### config.mk
export PLATFORM = sky130hd
export DESIGN_NAME = xie_exec
export DESIGN_NICKNAME = d
export VERILOG_FILES = /design/src/core/xie_pkg.sv /design/src/core/xie_file_ram.sv /design/src/core/xie_exec.sv
export SDC_FILE = /design/constraint.sdc
export NUM_CORES = 1
export LEC_CHECK = 0
export ABC_AREA = 0
export BUFFER_PORTS_ARGS = -buffer_cell sky130_fd_sc_hd__clkbuf_2
export CAP_MARGIN = 20
export CORE_ASPECT_RATIO = 1.2
export CORE_MARGIN = 4
export CORE_UTILIZATION = 55
export DETAILED_ROUTE_END_ITERATION = 6
export HOLD_SLACK_MARGIN = 0.12
export PLACE_DENSITY_LB_ADDON = 0.05
export RECOVER_POWER = 100
export SLEW_MARGIN = 30
export SYNTH_ARGS = -nofsm -noshare
export SYNTH_HDL_FRONTEND = slang
export SYNTH_HIERARCHICAL = 1
export SYNTH_SLANG_ARGS = --single-unit
### constraint.sdc
create_clock -name clk -period 1.5 [get_ports clk]
set_input_delay 0.15 -clock clk [delete_from_list [all_inputs] [get_ports clk]]
set_output_delay 0.15 -clock clk [all_outputs]
set_load 0.05 [all_outputs]
### src/core/xie_pkg.sv
// Purpose: Constants and types for the exclusive-OR instruction execute block
// Assumes: 14-bit instruction words, 8-bit data, 7-bit file addresses
// Notes:   Opcode fields sit in the upper bits of the instruction word
package xie_pkg;

  // ==========================================================
  // Widths
  localparam int unsigned DATA_W = 8;
  localparam int unsigned ADDR_W = 7;
  localparam int unsigned INSN_W = 14;
  localparam int unsigned FILE_DEPTH = 128;

  // ==========================================================
  // Instruction fields
  localparam int unsigned LIT_OP_MSB  = 13;
  localparam int unsigned LIT_OP_LSB  = 8;
  localparam int unsigned FILE_OP_MSB = 13;
  localparam int unsigned FILE_OP_LSB = 8;
  localparam int unsigned DEST_BIT    = 7;

  localparam logic [5:0] OP_XOR_LITERAL_INTO_ACC = 6'h3A;
  localparam logic [5:0] OP_XOR_ACC_WITH_FILE    = 6'h06;

  localparam logic                DEST_ACC  = 1'h0;
  localparam logic [DATA_W-1:0]   ACC_RESET = 8'h00;
  localparam logic [DATA_W-1:0]   ZERO_BYTE = 8'h00;

  // ==========================================================
  // Four-phase instruction cycle, Gray coded
  typedef enum logic [1:0] {
    PH_Q1 = 2'h0,
    PH_Q2 = 2'h1,
    PH_Q3 = 2'h3,
    PH_Q4 = 2'h2
  } xie_phase_t;

endpackage

### src/core/xie_file_ram.sv
// Purpose: File register storage for the execute block
// Assumes: One read and one write port, single clock
// Notes:   Read data comes out of a register one cycle after the address
`timescale 1ns/1ps
`default_nettype none
module xie_file_ram
  import xie_pkg::*;
(
  input  wire logic              clk,     // Core clock
  input  wire logic              we,      // Write strobe
  input  wire logic [ADDR_W-1:0] waddr,   // Write address
  input  wire logic [DATA_W-1:0] wdata,   // Write data
  input  wire logic [ADDR_W-1:0] raddr,   // Read address
  output logic      [DATA_W-1:0] rdata    // Registered read data
);

  logic [DATA_W-1:0] mem [FILE_DEPTH];

  // No reset: storage contents are undefined at power-up
  always_ff @(posedge clk)
  begin
    if (we)
    begin
      mem[waddr] <= wdata;
    end
    rdata <= mem[raddr];
  end

endmodule
`default_nettype wire

### src/core/xie_exec.sv
// Purpose: Decode and execute the two exclusive-OR instructions
// Assumes: Instruction word is held stable for a full four-phase cycle
// Notes:   Other opcodes pass through the cycle with no effect
// Function
// - Literal form XORs accumulator with 8-bit literal, result to accumulator.
// - Literal form: decode Q1, read literal Q2, process Q3, write Q4.
// - File form XORs accumulator with file register at 7-bit address.
// - File form: destination bit 0 writes accumulator, 1 writes back the file register.
`timescale 1ns/1ps
`default_nettype none
module xie_exec
  import xie_pkg::*;
(
  input  wire logic              clk,        // Core clock, 50 MHz
  input  wire logic              rst_b,      // Asynchronous reset, active low
  input  wire logic [INSN_W-1:0] insn,       // Current instruction word
  output logic      [DATA_W-1:0] acc,        // Working accumulator
  output logic                   zero_flag,  // Zero status flag
  output logic      [1:0]        phase,      // Current instruction phase
  output logic                   file_wr,    // Pulse: file register written in Q4
  output logic      [ADDR_W-1:0] file_addr,  // Address of the last file write
  output logic      [DATA_W-1:0] file_data   // Data of the last file write
);

  // ==========================================================
  // Reset release
  logic rst_meta_q;
  logic rst_sync_q;

  always_ff @(posedge clk or negedge rst_b)
  begin
    if (!rst_b)
    begin
      rst_meta_q <= 1'b0;
      rst_sync_q <= 1'b0;
    end
    else
    begin
      rst_meta_q <= 1'b1;
      rst_sync_q <= rst_meta_q;
    end
  end

  // ==========================================================
  // Phase sequencer
  xie_phase_t ph_q;
  xie_phase_t ph_d;

  always_comb
  begin
    case (ph_q)
      PH_Q1:   ph_d = PH_Q2;
      PH_Q2:   ph_d = PH_Q3;
      PH_Q3:   ph_d = PH_Q4;
      PH_Q4:   ph_d = PH_Q1;
      default: ph_d = PH_Q1;
    endcase
  end

  // ==========================================================
  // Decode and datapath
  logic              is_lit_q;
  logic              is_file_q;
  logic              dest_q;
  logic [ADDR_W-1:0] addr_q;
  logic [DATA_W-1:0] opnd_q;
  logic [DATA_W-1:0] res_q;
  logic [DATA_W-1:0] acc_q;
  logic              z_q;
  logic              fwr_q;
  logic [ADDR_W-1:0] faddr_q;
  logic [DATA_W-1:0] fdata_q;

  logic              is_lit_d;
  logic              is_file_d;
  logic              dest_d;
  logic [ADDR_W-1:0] addr_d;
  logic [DATA_W-1:0] opnd_d;
  logic [DATA_W-1:0] res_d;
  logic [DATA_W-1:0] acc_d;
  logic              z_d;
  logic              fwr_d;
  logic [ADDR_W-1:0] faddr_d;
  logic [DATA_W-1:0] fdata_d;
  logic [DATA_W-1:0] ram_rdata;

  // Read address is presented in Q1 so the registered RAM output is ready in Q2
  xie_file_ram u_ram (
    .clk   (clk),
    .we    (fwr_d),
    .waddr (faddr_d),
    .wdata (fdata_d),
    .raddr (insn[ADDR_W-1:0]),
    .rdata (ram_rdata)
  );

  always_comb
  begin
    is_lit_d  = is_lit_q;
    is_file_d = is_file_q;
    dest_d    = dest_q;
    addr_d    = addr_q;
    opnd_d    = opnd_q;
    res_d     = res_q;
    acc_d     = acc_q;
    z_d       = z_q;
    fwr_d     = 1'b0;
    faddr_d   = faddr_q;
    fdata_d   = fdata_q;
    case (ph_q)
      PH_Q1:
      begin
        is_lit_d  = (insn[LIT_OP_MSB:LIT_OP_LSB] == OP_XOR_LITERAL_INTO_ACC);
        is_file_d = (insn[FILE_OP_MSB:FILE_OP_LSB] == OP_XOR_ACC_WITH_FILE);
        dest_d    = insn[DEST_BIT];
        addr_d    = insn[ADDR_W-1:0];
      end
      PH_Q2:
      begin
        opnd_d = is_lit_q ? insn[DATA_W-1:0] : ram_rdata;
      end
      PH_Q3:
      begin
        res_d = acc_q ^ opnd_q;
      end
      PH_Q4:
      begin
        if (is_lit_q || is_file_q)
        begin
          z_d = (res_q == ZERO_BYTE);
          if (is_lit_q || dest_q == DEST_ACC)
          begin
            acc_d = res_q;
          end
          else
          begin
            fwr_d   = 1'b1;
            faddr_d = addr_q;
            fdata_d = res_q;
          end
        end
      end
      default:
      begin
        fwr_d = 1'b0;
      end
    endcase
  end

  always_ff @(posedge clk or negedge rst_sync_q)
  begin
    if (!rst_sync_q)
    begin
      ph_q      <= PH_Q1;
      is_lit_q  <= 1'b0;
      is_file_q <= 1'b0;
      dest_q    <= 1'b0;
      addr_q    <= '0;
      opnd_q    <= ZERO_BYTE;
      res_q     <= ZERO_BYTE;
      acc_q     <= ACC_RESET;
      z_q       <= 1'b0;
      fwr_q     <= 1'b0;
      faddr_q   <= '0;
      fdata_q   <= ZERO_BYTE;
    end
    else
    begin
      ph_q      <= ph_d;
      is_lit_q  <= is_lit_d;
      is_file_q <= is_file_d;
      dest_q    <= dest_d;
      addr_q    <= addr_d;
      opnd_q    <= opnd_d;
      res_q     <= res_d;
      acc_q     <= acc_d;
      z_q       <= z_d;
      fwr_q     <= fwr_d;
      faddr_q   <= faddr_d;
      fdata_q   <= fdata_d;
    end
  end

  assign acc       = acc_q;
  assign zero_flag = z_q;
  assign phase     = ph_q;
  assign file_wr   = fwr_q;
  assign file_addr = faddr_q;
  assign file_data = fdata_q;

endmodule
`default_nettype wire

## Word level (Yosys, flattened, before mapping)

Memories as Yosys holds them, arrays and structs flattened. A register that Yosys moved wholly into a read port is not among the register bits.
Cells that the tools add are included.

- Bitwise logic cells: 2
- Muxes and demuxes: 13
- Reduce and logical (&&, ||, !) cells: 6
- Equality and inequality tests: 5

Operators with widths:

| kind | count |
|---|---|
| $mux 8 | 4 |
| $mux 7 | 3 |
| $logic_not 8->1 | 1 |
| $pmux 2 s4 | 1 |
| $xor 8x8->8 | 1 |
| $eq 6x3->1 const B | 1 |
| $eq 6x6->1 const B | 1 |
| $mux 1 | 5 |
| $eq 2x2->1 const B | 2 |
| $reduce_and 3->1 | 1 |
| $eq 2x1->1 const B | 1 |
| $logic_not 2->1 | 1 |
| $logic_or 1x1->1 | 2 |
| $reduce_and 2->1 | 1 |
| $not 1->1 | 1 |

- Memory bits (writable): 1024
- Bits of input ports: 16
- Memories kept: 1
- Logic and storage cells: 41
- Register bits after elaboration: 55
- Output and inout bits: 27

Memories:

| name | depth | bits a word | rd ports | clocked after Yosys merged registers in | wr ports | line | text |
|---|---|---|---|---|---|---|---|
| u_ram.mem | 128 | 8 | 1 | 1 | 1 | xie_file_ram.sv:17 | `logic [DATA_W-1:0] mem [FILE_DEPTH];` |

## Depth between registers and ports, before layout

Gate-level depths: netlist (run 1).

- Depth in word-level cells: 7
- Mapped depth: 11
- Depth with buffers taken out: 6

## Hierarchy

The synthesis (run 1) kept the hierarchy.

By module, submodules not included:

| module | instances | area an instance (um^2) | cells each |
|---|---|---|---|
| xie_file_ram | 1 | 39665.5 | 1635 |
| xie_exec | 1 | 2273.4 | 165 |

## Worst setup path before layout (run 1)

OpenSTA, ideal clock, no wires.

- Path kind: register to register
- Start: register ph_q[1] (netlist: phase[1])
- End: memory u_ram.mem[110][0], enable pin
- Path buffers: 5
- Cell stages (with the launch flop): 12
- Arrival: 2.910 ns
- Clock period less this slack: 3.280 ns
- Setup slack: -1.780 ns
- Path through: dfrtp_1 > buf_6 > nor2b_4 > and4b_1 > buf_6 > buf_12 > mux2_4 > clkbuf_1 > nor2b_1 > nand3_1 > clkbuf_1 > nor2_1

- Longest elaborated chain between the ends: 4
- Elaborated cells between the ends (all ways): 5

Ends and longest elaborated chain:

| element | line | text |
|---|---|---|
| from (decl) | xie_exec.sv:46 | `xie_phase_t ph_q;` |
| from (signal assigned) | xie_exec.sv:169 | `ph_q <= ph_d;` |
| $eq 2x2->1 | xie_exec.sv:110 | `case (ph_q)` |
| $mux 1 | xie_exec.sv:110 |  |
| via fwr_d | xie_exec.sv:82 | `logic fwr_d;` |
| $mux 1 | xie_file_ram.sv:22 | `if (we)` |
| $mux 1 (implied by the code) | xie_file_ram.sv:24 | `mem[waddr] <= wdata;` |
| to (decl) | xie_file_ram.sv:17 |  |

The timed path passes the listed nets, and every way through them passes these cells.

## Worst setup path in the final report (run 1)

- Start: register ph_q[1] (netlist: phase[1])
- End: memory u_ram.mem[95][7], enable pin

- Elaborated cells between the ends (all ways): 5

RTL lines:

| element | line | text |
|---|---|---|
| $eq 2x2->1 | xie_exec.sv:110 |  |
| $mux 7 | xie_exec.sv:110 |  |
| via faddr_d[6] | xie_exec.sv:83 | `logic [ADDR_W-1:0] faddr_d;` |

The timed path passes the listed nets, and every way through them passes these cells.

==> results.toml, run 1 <==
[clock_network]
clock-sinks = 1087
htree_levels = 3
clk_pin_slew_ps = 70
cts-root-buf = "clkbuf_16"
cts_buffers = 104
clk_latency_ps = 680
cts_tree = "yes"
clockBufferDepth = 3

[synthesis]
synth_top_area_share_pct = 73.3
syn_avg_cell_area_um2 = 23.3
synth_ff_type = "edfxtp_1"
synthCells = 1800
synth_edf_count = 1024
synth.distinct_cells = 36
synth.most_common_cell = "edfxtp_1"
ys_seq_elements = 1087
yosysTopAreaCell = "edfxtp_1"
synthTopCellsByArea = "edfxtp_1 73%, mux4_2 18%, dfrtp_1 3.3%"
syn_nets = 1816
ys_seq_area_share_pct = 77.0
synth_area_um2 = 41900
yosys_warnings = 6
postSynth.asyncResetShare_pct = 5.06
synth_common_cells = "1,024 x edfxtp_1, 336 x mux4_2, 130 x nor2_1, 55 x dfrtp_1, 47 x clkbuf_1"

[setup_path]
critical_path_class = "flip-flop to flip-flop"
critical_path_buf_inv_count = 5
rrSetupSlack_ps = -1060
critPathTopFamily = "simple AND/OR/NAND/NOR gates"
cp_common_cell = "buf_12"
crit_fanout = 9
cp.arrival_ps = 2930
path_cells = "nor2b_4, and4b_2, buf_12, mux2_2, buf_6, nor2b_4, buf_4, nand3_4, buf_12, nor2_2, buf_12"
r2r-end = "u_ram/mem[95][7]$_DFFE_PP_"
ff2ff_path_depth = 11
slowest_delay_ps = 400
r2r-start = "phase[1]$_DFF_PN0_"
crit_path_start_kind = "flip-flop"
cp-end-kind = "flip-flop"
critical-path-slowest-cell = "dfrtp_2"
worstPathRequired_ps = 1870

[pwr]
seqPwrFrac_pct = 53.2
p_total_mw = 62.3
p_per_area_nw_per_um2 = 1200
internal-power_mw = 49.6
p_leak_nw = 18.5
p_clk_share_pct = 42.3
power.share.switching_pct = 20.3
ir_drop_mv = 1.04
p_comb_share_pct = 4.5
p_switching_mw = 12.7

[placement]
place_hpwl_um = 64700
gp_congestion = 0.829
numPortBuffers = 42

[cells_and_area]
area_delta_synth_final_pct = 23.3
fillers = 4701
drive_above_1_share_pct = 44.8
fin_nets = 2197
multiInputGateArea_um2 = 9990
regArea_um2 = 32300

[floorplanning]
die_x_um = 260
core-area_um2 = 75300
core.rowCount = 110
start_util_pct = 55.7
die_area_um2 = 80800
die_y_um = 310
num_io_pins = 43

[min_path]
holdPathStages = 3
holdCritStartpoint = "insn[0]"
hold_class = "input pin to flip-flop"
whs_endpoint = "addr_q[0]$_DFFE_PN0N_"

[run]
maxCapViolCount = 0

[routing]
routed_wl_um = 98500
drc = 0
num_vias = 20100
drt-initial-drc-count = 1856
vias_per_cell = 6.13
ant_nets = 0
drt_pass1_iterations = 5
routedWlPerCell_um = 30.1

[grt]
grt_pass1_wl_um = 145000
grt_max_degree = 66
antenna_found_initial = 2
overflow = 0
grt_usage_pct = 25.2
grt_pass1_vias = 20700

[sta]
setup-violations-final = 2084
period_share_pct = 171
rsz0062_at_grt = "yes"
finalSetupTns_ps = -1551400
worst_pin_slew_ps = 766
fmax_mhz = 391
max-slew-margin-rel_pct = 49.0
hold_viol = 0
skew_ps = 35.0
period_minus_slack_ps = 2560
final-max-slew-violation-count = 0
fin_ws_ps = -1060

[run_status]
status = "finished, violations left"
violations = "setup timing"
[how the worst max path moves through the flow]
stage                             from  slack [ps]                    endpoint  cells past startpoint
floorplan           phase[1]$_DFF_PN0_       -1470  u_ram/mem[41][0]$_DFFE_PP_                     10
global placement               insn[0]       -1410      u_ram/rdata[1]$_DFF_P_                      7
detailed placement             insn[0]       -1400      u_ram/rdata[0]$_DFF_P_                      7
CTS                 phase[0]$_DFF_PN0_       -1050  u_ram/mem[86][3]$_DFFE_PP_                      9
global route        phase[1]$_DFF_PN0_       -1130  u_ram/mem[95][7]$_DFFE_PP_                     11
finish              phase[1]$_DFF_PN0_       -1060  u_ram/mem[95][7]$_DFFE_PP_                     11
[layout make-up]
| cell class | count | share of cell area [%] |
|---|---|---|
| Sequential cell | 1087 | 62.4 |
| Multi-Input combinational cell | 613 | 19.3 |
| Clock buffer | 124 | 5.46 |
| Clock inverter | 69 | 1.22 |
| Antenna cell | 1 | 0.00484 |
| Timing Repair Buffer | 373 | 9.11 |
| Inverter | 2 | 0.0145 |
| Tap cell | 1008 | 2.44 |
[tightest hold or removal path, delay by kind of cell]
| family | cells | cell delay (ps) |
|---|---|---|
| multiplexers | 1 | 190 |
| buffers and inverters | 2 | 430 |
[what timing repair did]
action	CTS	global route
hold buffers	16	0
gates cloned	0	1
gates resized for setup	74	58
setup endpoints to repair	2093	2091
hold endpoints to repair	23	0
setup buffers	12	10
pin swaps	12	14
[cell usage in the layout, fill, tap and decap left out, types with 4 or more instances in the layout]
cell type | netlist | final
nor2_1 | 130 | 32
mux2_4 | 9 | 14
a21oi_1 | 8 | 8
nand3_2 | 0 | 5
nor2_2 | 1 | 34
clkbuf_1 | 47 | 17
dfrtp_1 | 55 | 53
clkinvlp_4 | 0 | 6
nand3_4 | 0 | 4
buf_6 | 3 | 45
buf_4 | 12 | 120
nand2b_1 | 4 | 4
xnor2_1 | 8 | 8
clkbuf_16 | 0 | 111
nand2_2 | 0 | 5
dlygate4sd3_1 | 0 | 16
clkinv_1 | 0 | 29
nand2_1 | 23 | 15
clkbuf_2 | 0 | 37
mux4_2 | 336 | 336
o21ai_0 | 11 | 11
nor2_4 | 0 | 65
mux2_2 | 26 | 25
dfxtp_1 | 8 | 8
nor2b_4 | 1 | 7
mux2i_1 | 9 | 9
nor3_4 | 0 | 4
buf_12 | 1 | 140
buf_8 | 0 | 7
edfxtp_1 | 1024 | 1024
bufinv_16 | 0 | 11
nor3_2 | 0 | 5
clkinv_2 | 0 | 14
[power by group through the flow]
| stage | Sequential (mW) | Clock [mW] | Combinational [mW] |
|---|---|---|---|
| finish | 33.1 | 26.4 | 2.81 |
| global route | 33.1 | 28.2 | 2.97 |
| CTS | 33.1 | 26.8 | 2.82 |
| detailed placement | 33.8 | 0 | 2.75 |
| global placement | 33.8 | 0 | 2.72 |
| floorplan | 33.8 | 0 | 1.51 |
[logic make-up after synthesis]
family / after synthesis / share of synthesized area (%)
XOR/XNOR: 8 / 0.167
multiplexers: 384 / 19.4
buffers and inverters: 100 / 1.15
flip-flops: 1087 / 77.0
other: 1 / 0.00894
AO/OA/AOI/OAI: 22 / 0.289
AND/OR/NAND/NOR: 198 / 2.02
[metal layers]
| layer | part of all wire (%) | track usage, % | vias to the layer above |
|---|---|---|---|
| li1 | - | - | 8386 |
| met1 | 40 | 35.9 | 10800 |
| met2 | 50 | 40.9 | 744 |
| met3 | 7.4 | 4.73 | 149 |
| met4 | 2.7 | 6.95 | 2 |
| met5 | 0.016 | 0 | - |
[flip-flops by register name, summed over array words and instances, names as in the netlist]
signal / count
addr_q: 7
u_ram/rdata: 8
is_lit_q: 1
phase: 2
file_wr: 1
dest_q: 1
acc: 8
res_q: 8
opnd_q: 8
file_addr: 7
rst_sync_q: 1
rst_meta_q: 1
zero_flag: 1
u_ram/mem: 1024
file_data: 8
is_file_q: 1
[per-stage QoR]
stage / hold slack, ps / setup slack (ps) / cells / cell area, µm² / util (%)
floorplan: -146 / -1470 / 1800 / 42600 / -
global placement: -63.9 / -1410 / 3045 / 47300 / 62.9
detailed placement: -60.8 / -1400 / 3045 / 47300 / 62.9
CTS: 128 / -1050 / 3265 / 51400 / 68.2
global route: 165 / -1130 / 3276 / 51700 / 68.7
finish: 152 / -1060 / 3277 / 51700 / 68.7
Note: power is estimated with default switching activity, not from simulation.
==> run 2, diff against run 1 <==
CORE_MARGIN = 2   (was 4)
==> run 2 against run 1 <==
Against the previous run:
- the run still ends with setup timing left
- via count down 0.82%
- utilization up 0.78 points
- clock power about the same
- critical endpoint is now u_ram/mem[86][5]$_DFFE_PP_
- power up 0.59%
- highest routed layer is now met4
- count of clock-buffer cells in the layout up 3
- flip-flop and latch count unchanged
- critical path depth down 1
- sequential share of layout area down 0.70 points
- clock skew down 15 ps
==> results.toml, run 2 (synthesized netlist as in run 1, its figures left out) <==
[clock_network]
cts_tree = "yes"
htree_levels = 3
clk_latency_ps = 680
clock-sinks = 1087
clk_pin_slew_ps = 60
cts-root-buf = "clkbuf_16"
clockBufferDepth = 3
cts_buffers = 103

[floorplanning]
start_util_pct = 55.7
die_y_um = 306
core.rowCount = 110
die_area_um2 = 78500
core-area_um2 = 75300
num_io_pins = 43
die_x_um = 256

[cells_and_area]
fillers = 4568
utilization_pct = 69.5
final_area_um2 = 52300
stdcell_count = 3275
largest_register_ffs = 1024
fin_nets = 2199
final_common_cell = "edfxtp_1"
drive_above_1_share_pct = 46.1
layout_common_cells = "1,024 x edfxtp_1, 336 x mux4_2, 159 x buf_12"
area_delta_synth_final_pct = 24.7
regMostFlops = "u_ram/mem"

[setup_path]
critical_path_class = "flip-flop to flip-flop"
slowest_delay_ps = 420
cp.arrival_ps = 2910
worstPathRequired_ps = 1890
crit_path_start_kind = "flip-flop"
cp-end-kind = "flip-flop"
crit_fanout = 8
critical-path-slowest-cell = "dfrtp_2"
path_cells = "nor2b_4, and4b_4, buf_4, mux2_4, nor2b_4, buf_6, nand3_4, buf_12, nor3_4, buf_12"

[placement]
gp_congestion = 0.817
numPortBuffers = 42
dp_cells = 3045
dpl-instance-area_um2 = 47400
place_hpwl_um = 62900

[grt]
grt_max_degree = 70
overflow = 0
grt_pass1_vias = 20800
antenna_found_initial = 7
grt_usage_pct = 25.5
grt_pass1_wl_um = 144000

[routing]
drt_pass1_iterations = 5
vias_per_cell = 6.08
drc = 0
ant_nets = 0
routedWlPerCell_um = 29.7
num_vias = 19900
drt-initial-drc-count = 2033
routed_wl_um = 97400

[sta]
hold_viol = 0
fin_ws_ps = -1020
setup-violations-final = 2092
final-max-slew-violation-count = 0
rsz0062_at_grt = "yes"
skew_ps = 20.1
finalSetupTns_ps = -1453690
fmax_mhz = 396
worst_pin_slew_ps = 731
period_minus_slack_ps = 2520
max-slew-margin-rel_pct = 51.2
period_share_pct = 168

[pwr]
p_per_area_nw_per_um2 = 1200
p_leak_nw = 18.7
ir_drop_mv = 0.979
p_total_mw = 62.7

[min_path]
hold_class = "input pin to flip-flop"

[run_status]
violations = "setup timing"
status = "finished, violations left"

[run]
maxCapViolCount = 0
run 2: cell types whose count changed in the layout (fill, tap and decap cells not counted), moves of 7 or more:
| cell | change |
|---|---|
| nor2_1 | -19 |
| buf_4 | -24 |
| nor2_4 | +23 |
| clkinv_1 | -9 |
| buf_12 | +19 |
| buf_6 | +7 |
run 2: cell type report:
| type | count | area, µm² | share of cell area [%] |
|---|---|---|---|
| clock inverters | 61 | 747 | 1.43 |
| flip-flops and latches | 1087 | 32300 | 61.7 |
| diodes | 1 | 2.50 | 0.00478 |
| clock buffers | 127 | 2750 | 5.26 |
| repair buffers | 376 | 5030 | 9.61 |
| inverters | 2 | 7.51 | 0.0144 |
| well taps | 1008 | 1260 | 2.41 |
| multi-input cells | 613 | 10200 | 19.6 |
run 2: repair_timing:
action,4_1_cts,5_1_grt
pin swaps,19,33
setup endpoints to repair,2094,2092
setup buffers,12,17
hold endpoints to repair,26,0
hold buffers,18,0
gates cloned,0,1
gates resized for setup,56,150
run 2: metal layers:
layer  vias to the layer above  GRT usage (%)  share of wire [%]  wire [µm]
met5                         -              0                  0          0
met4                         0           7.28                2.4       2350
met3                       132           3.04                5.9       5780
met2                       651           42.2                 51      49700
met1                     10700           36.7                 41      39600
li1                       8388              -                  -          -
run 2: where the power goes:
group | internal, mW | switching (mW) | total [mW]
clock | 15.8 | 10.9 | 26.7
sequential | 33.0 | 0.122 | 33.1
combinational | 1.36 | 1.49 | 2.85
run 2: path summary, 6_finish.rpt:
kind,slack [ps],start,depth (start not counted),to
min in group asynchronous,330,rst_b,3,rst_meta_q$_DFF_PN0_
hold / removal,270,insn[0],4,addr_q[0]$_DFFE_PN0N_
hold reg to reg,360,rst_meta_q$_DFF_PN0_,0,rst_sync_q$_DFF_PN0_
setup / recovery,-1020,phase[0]$_DFF_PN0_,10,u_ram/mem[86][5]$_DFFE_PP_
max in group asynchronous,570,rst_sync_q$_DFF_PN0_,1,phase[1]$_DFF_PN0_
setup reg to reg,-1020,phase[0]$_DFF_PN0_,10,u_ram/mem[86][5]$_DFFE_PP_
run 2: critical path, delay by kind of cell, from the launching register on:
family,cells,cell delay [ps]
flip-flops,1,420
buffers and inverters,4,590
AND/OR/NAND/NOR,5,830
multiplexers,1,370
run 2: metrics by stage:
step | setup slack, ps | hold WS, ps
finish | -1020 | 272
global route | -1100 | 290
CTS | -1030 | 244
detailed placement | -1400 | -62.3
global placement | -1370 | -65.1
floorplan | -1470 | -146
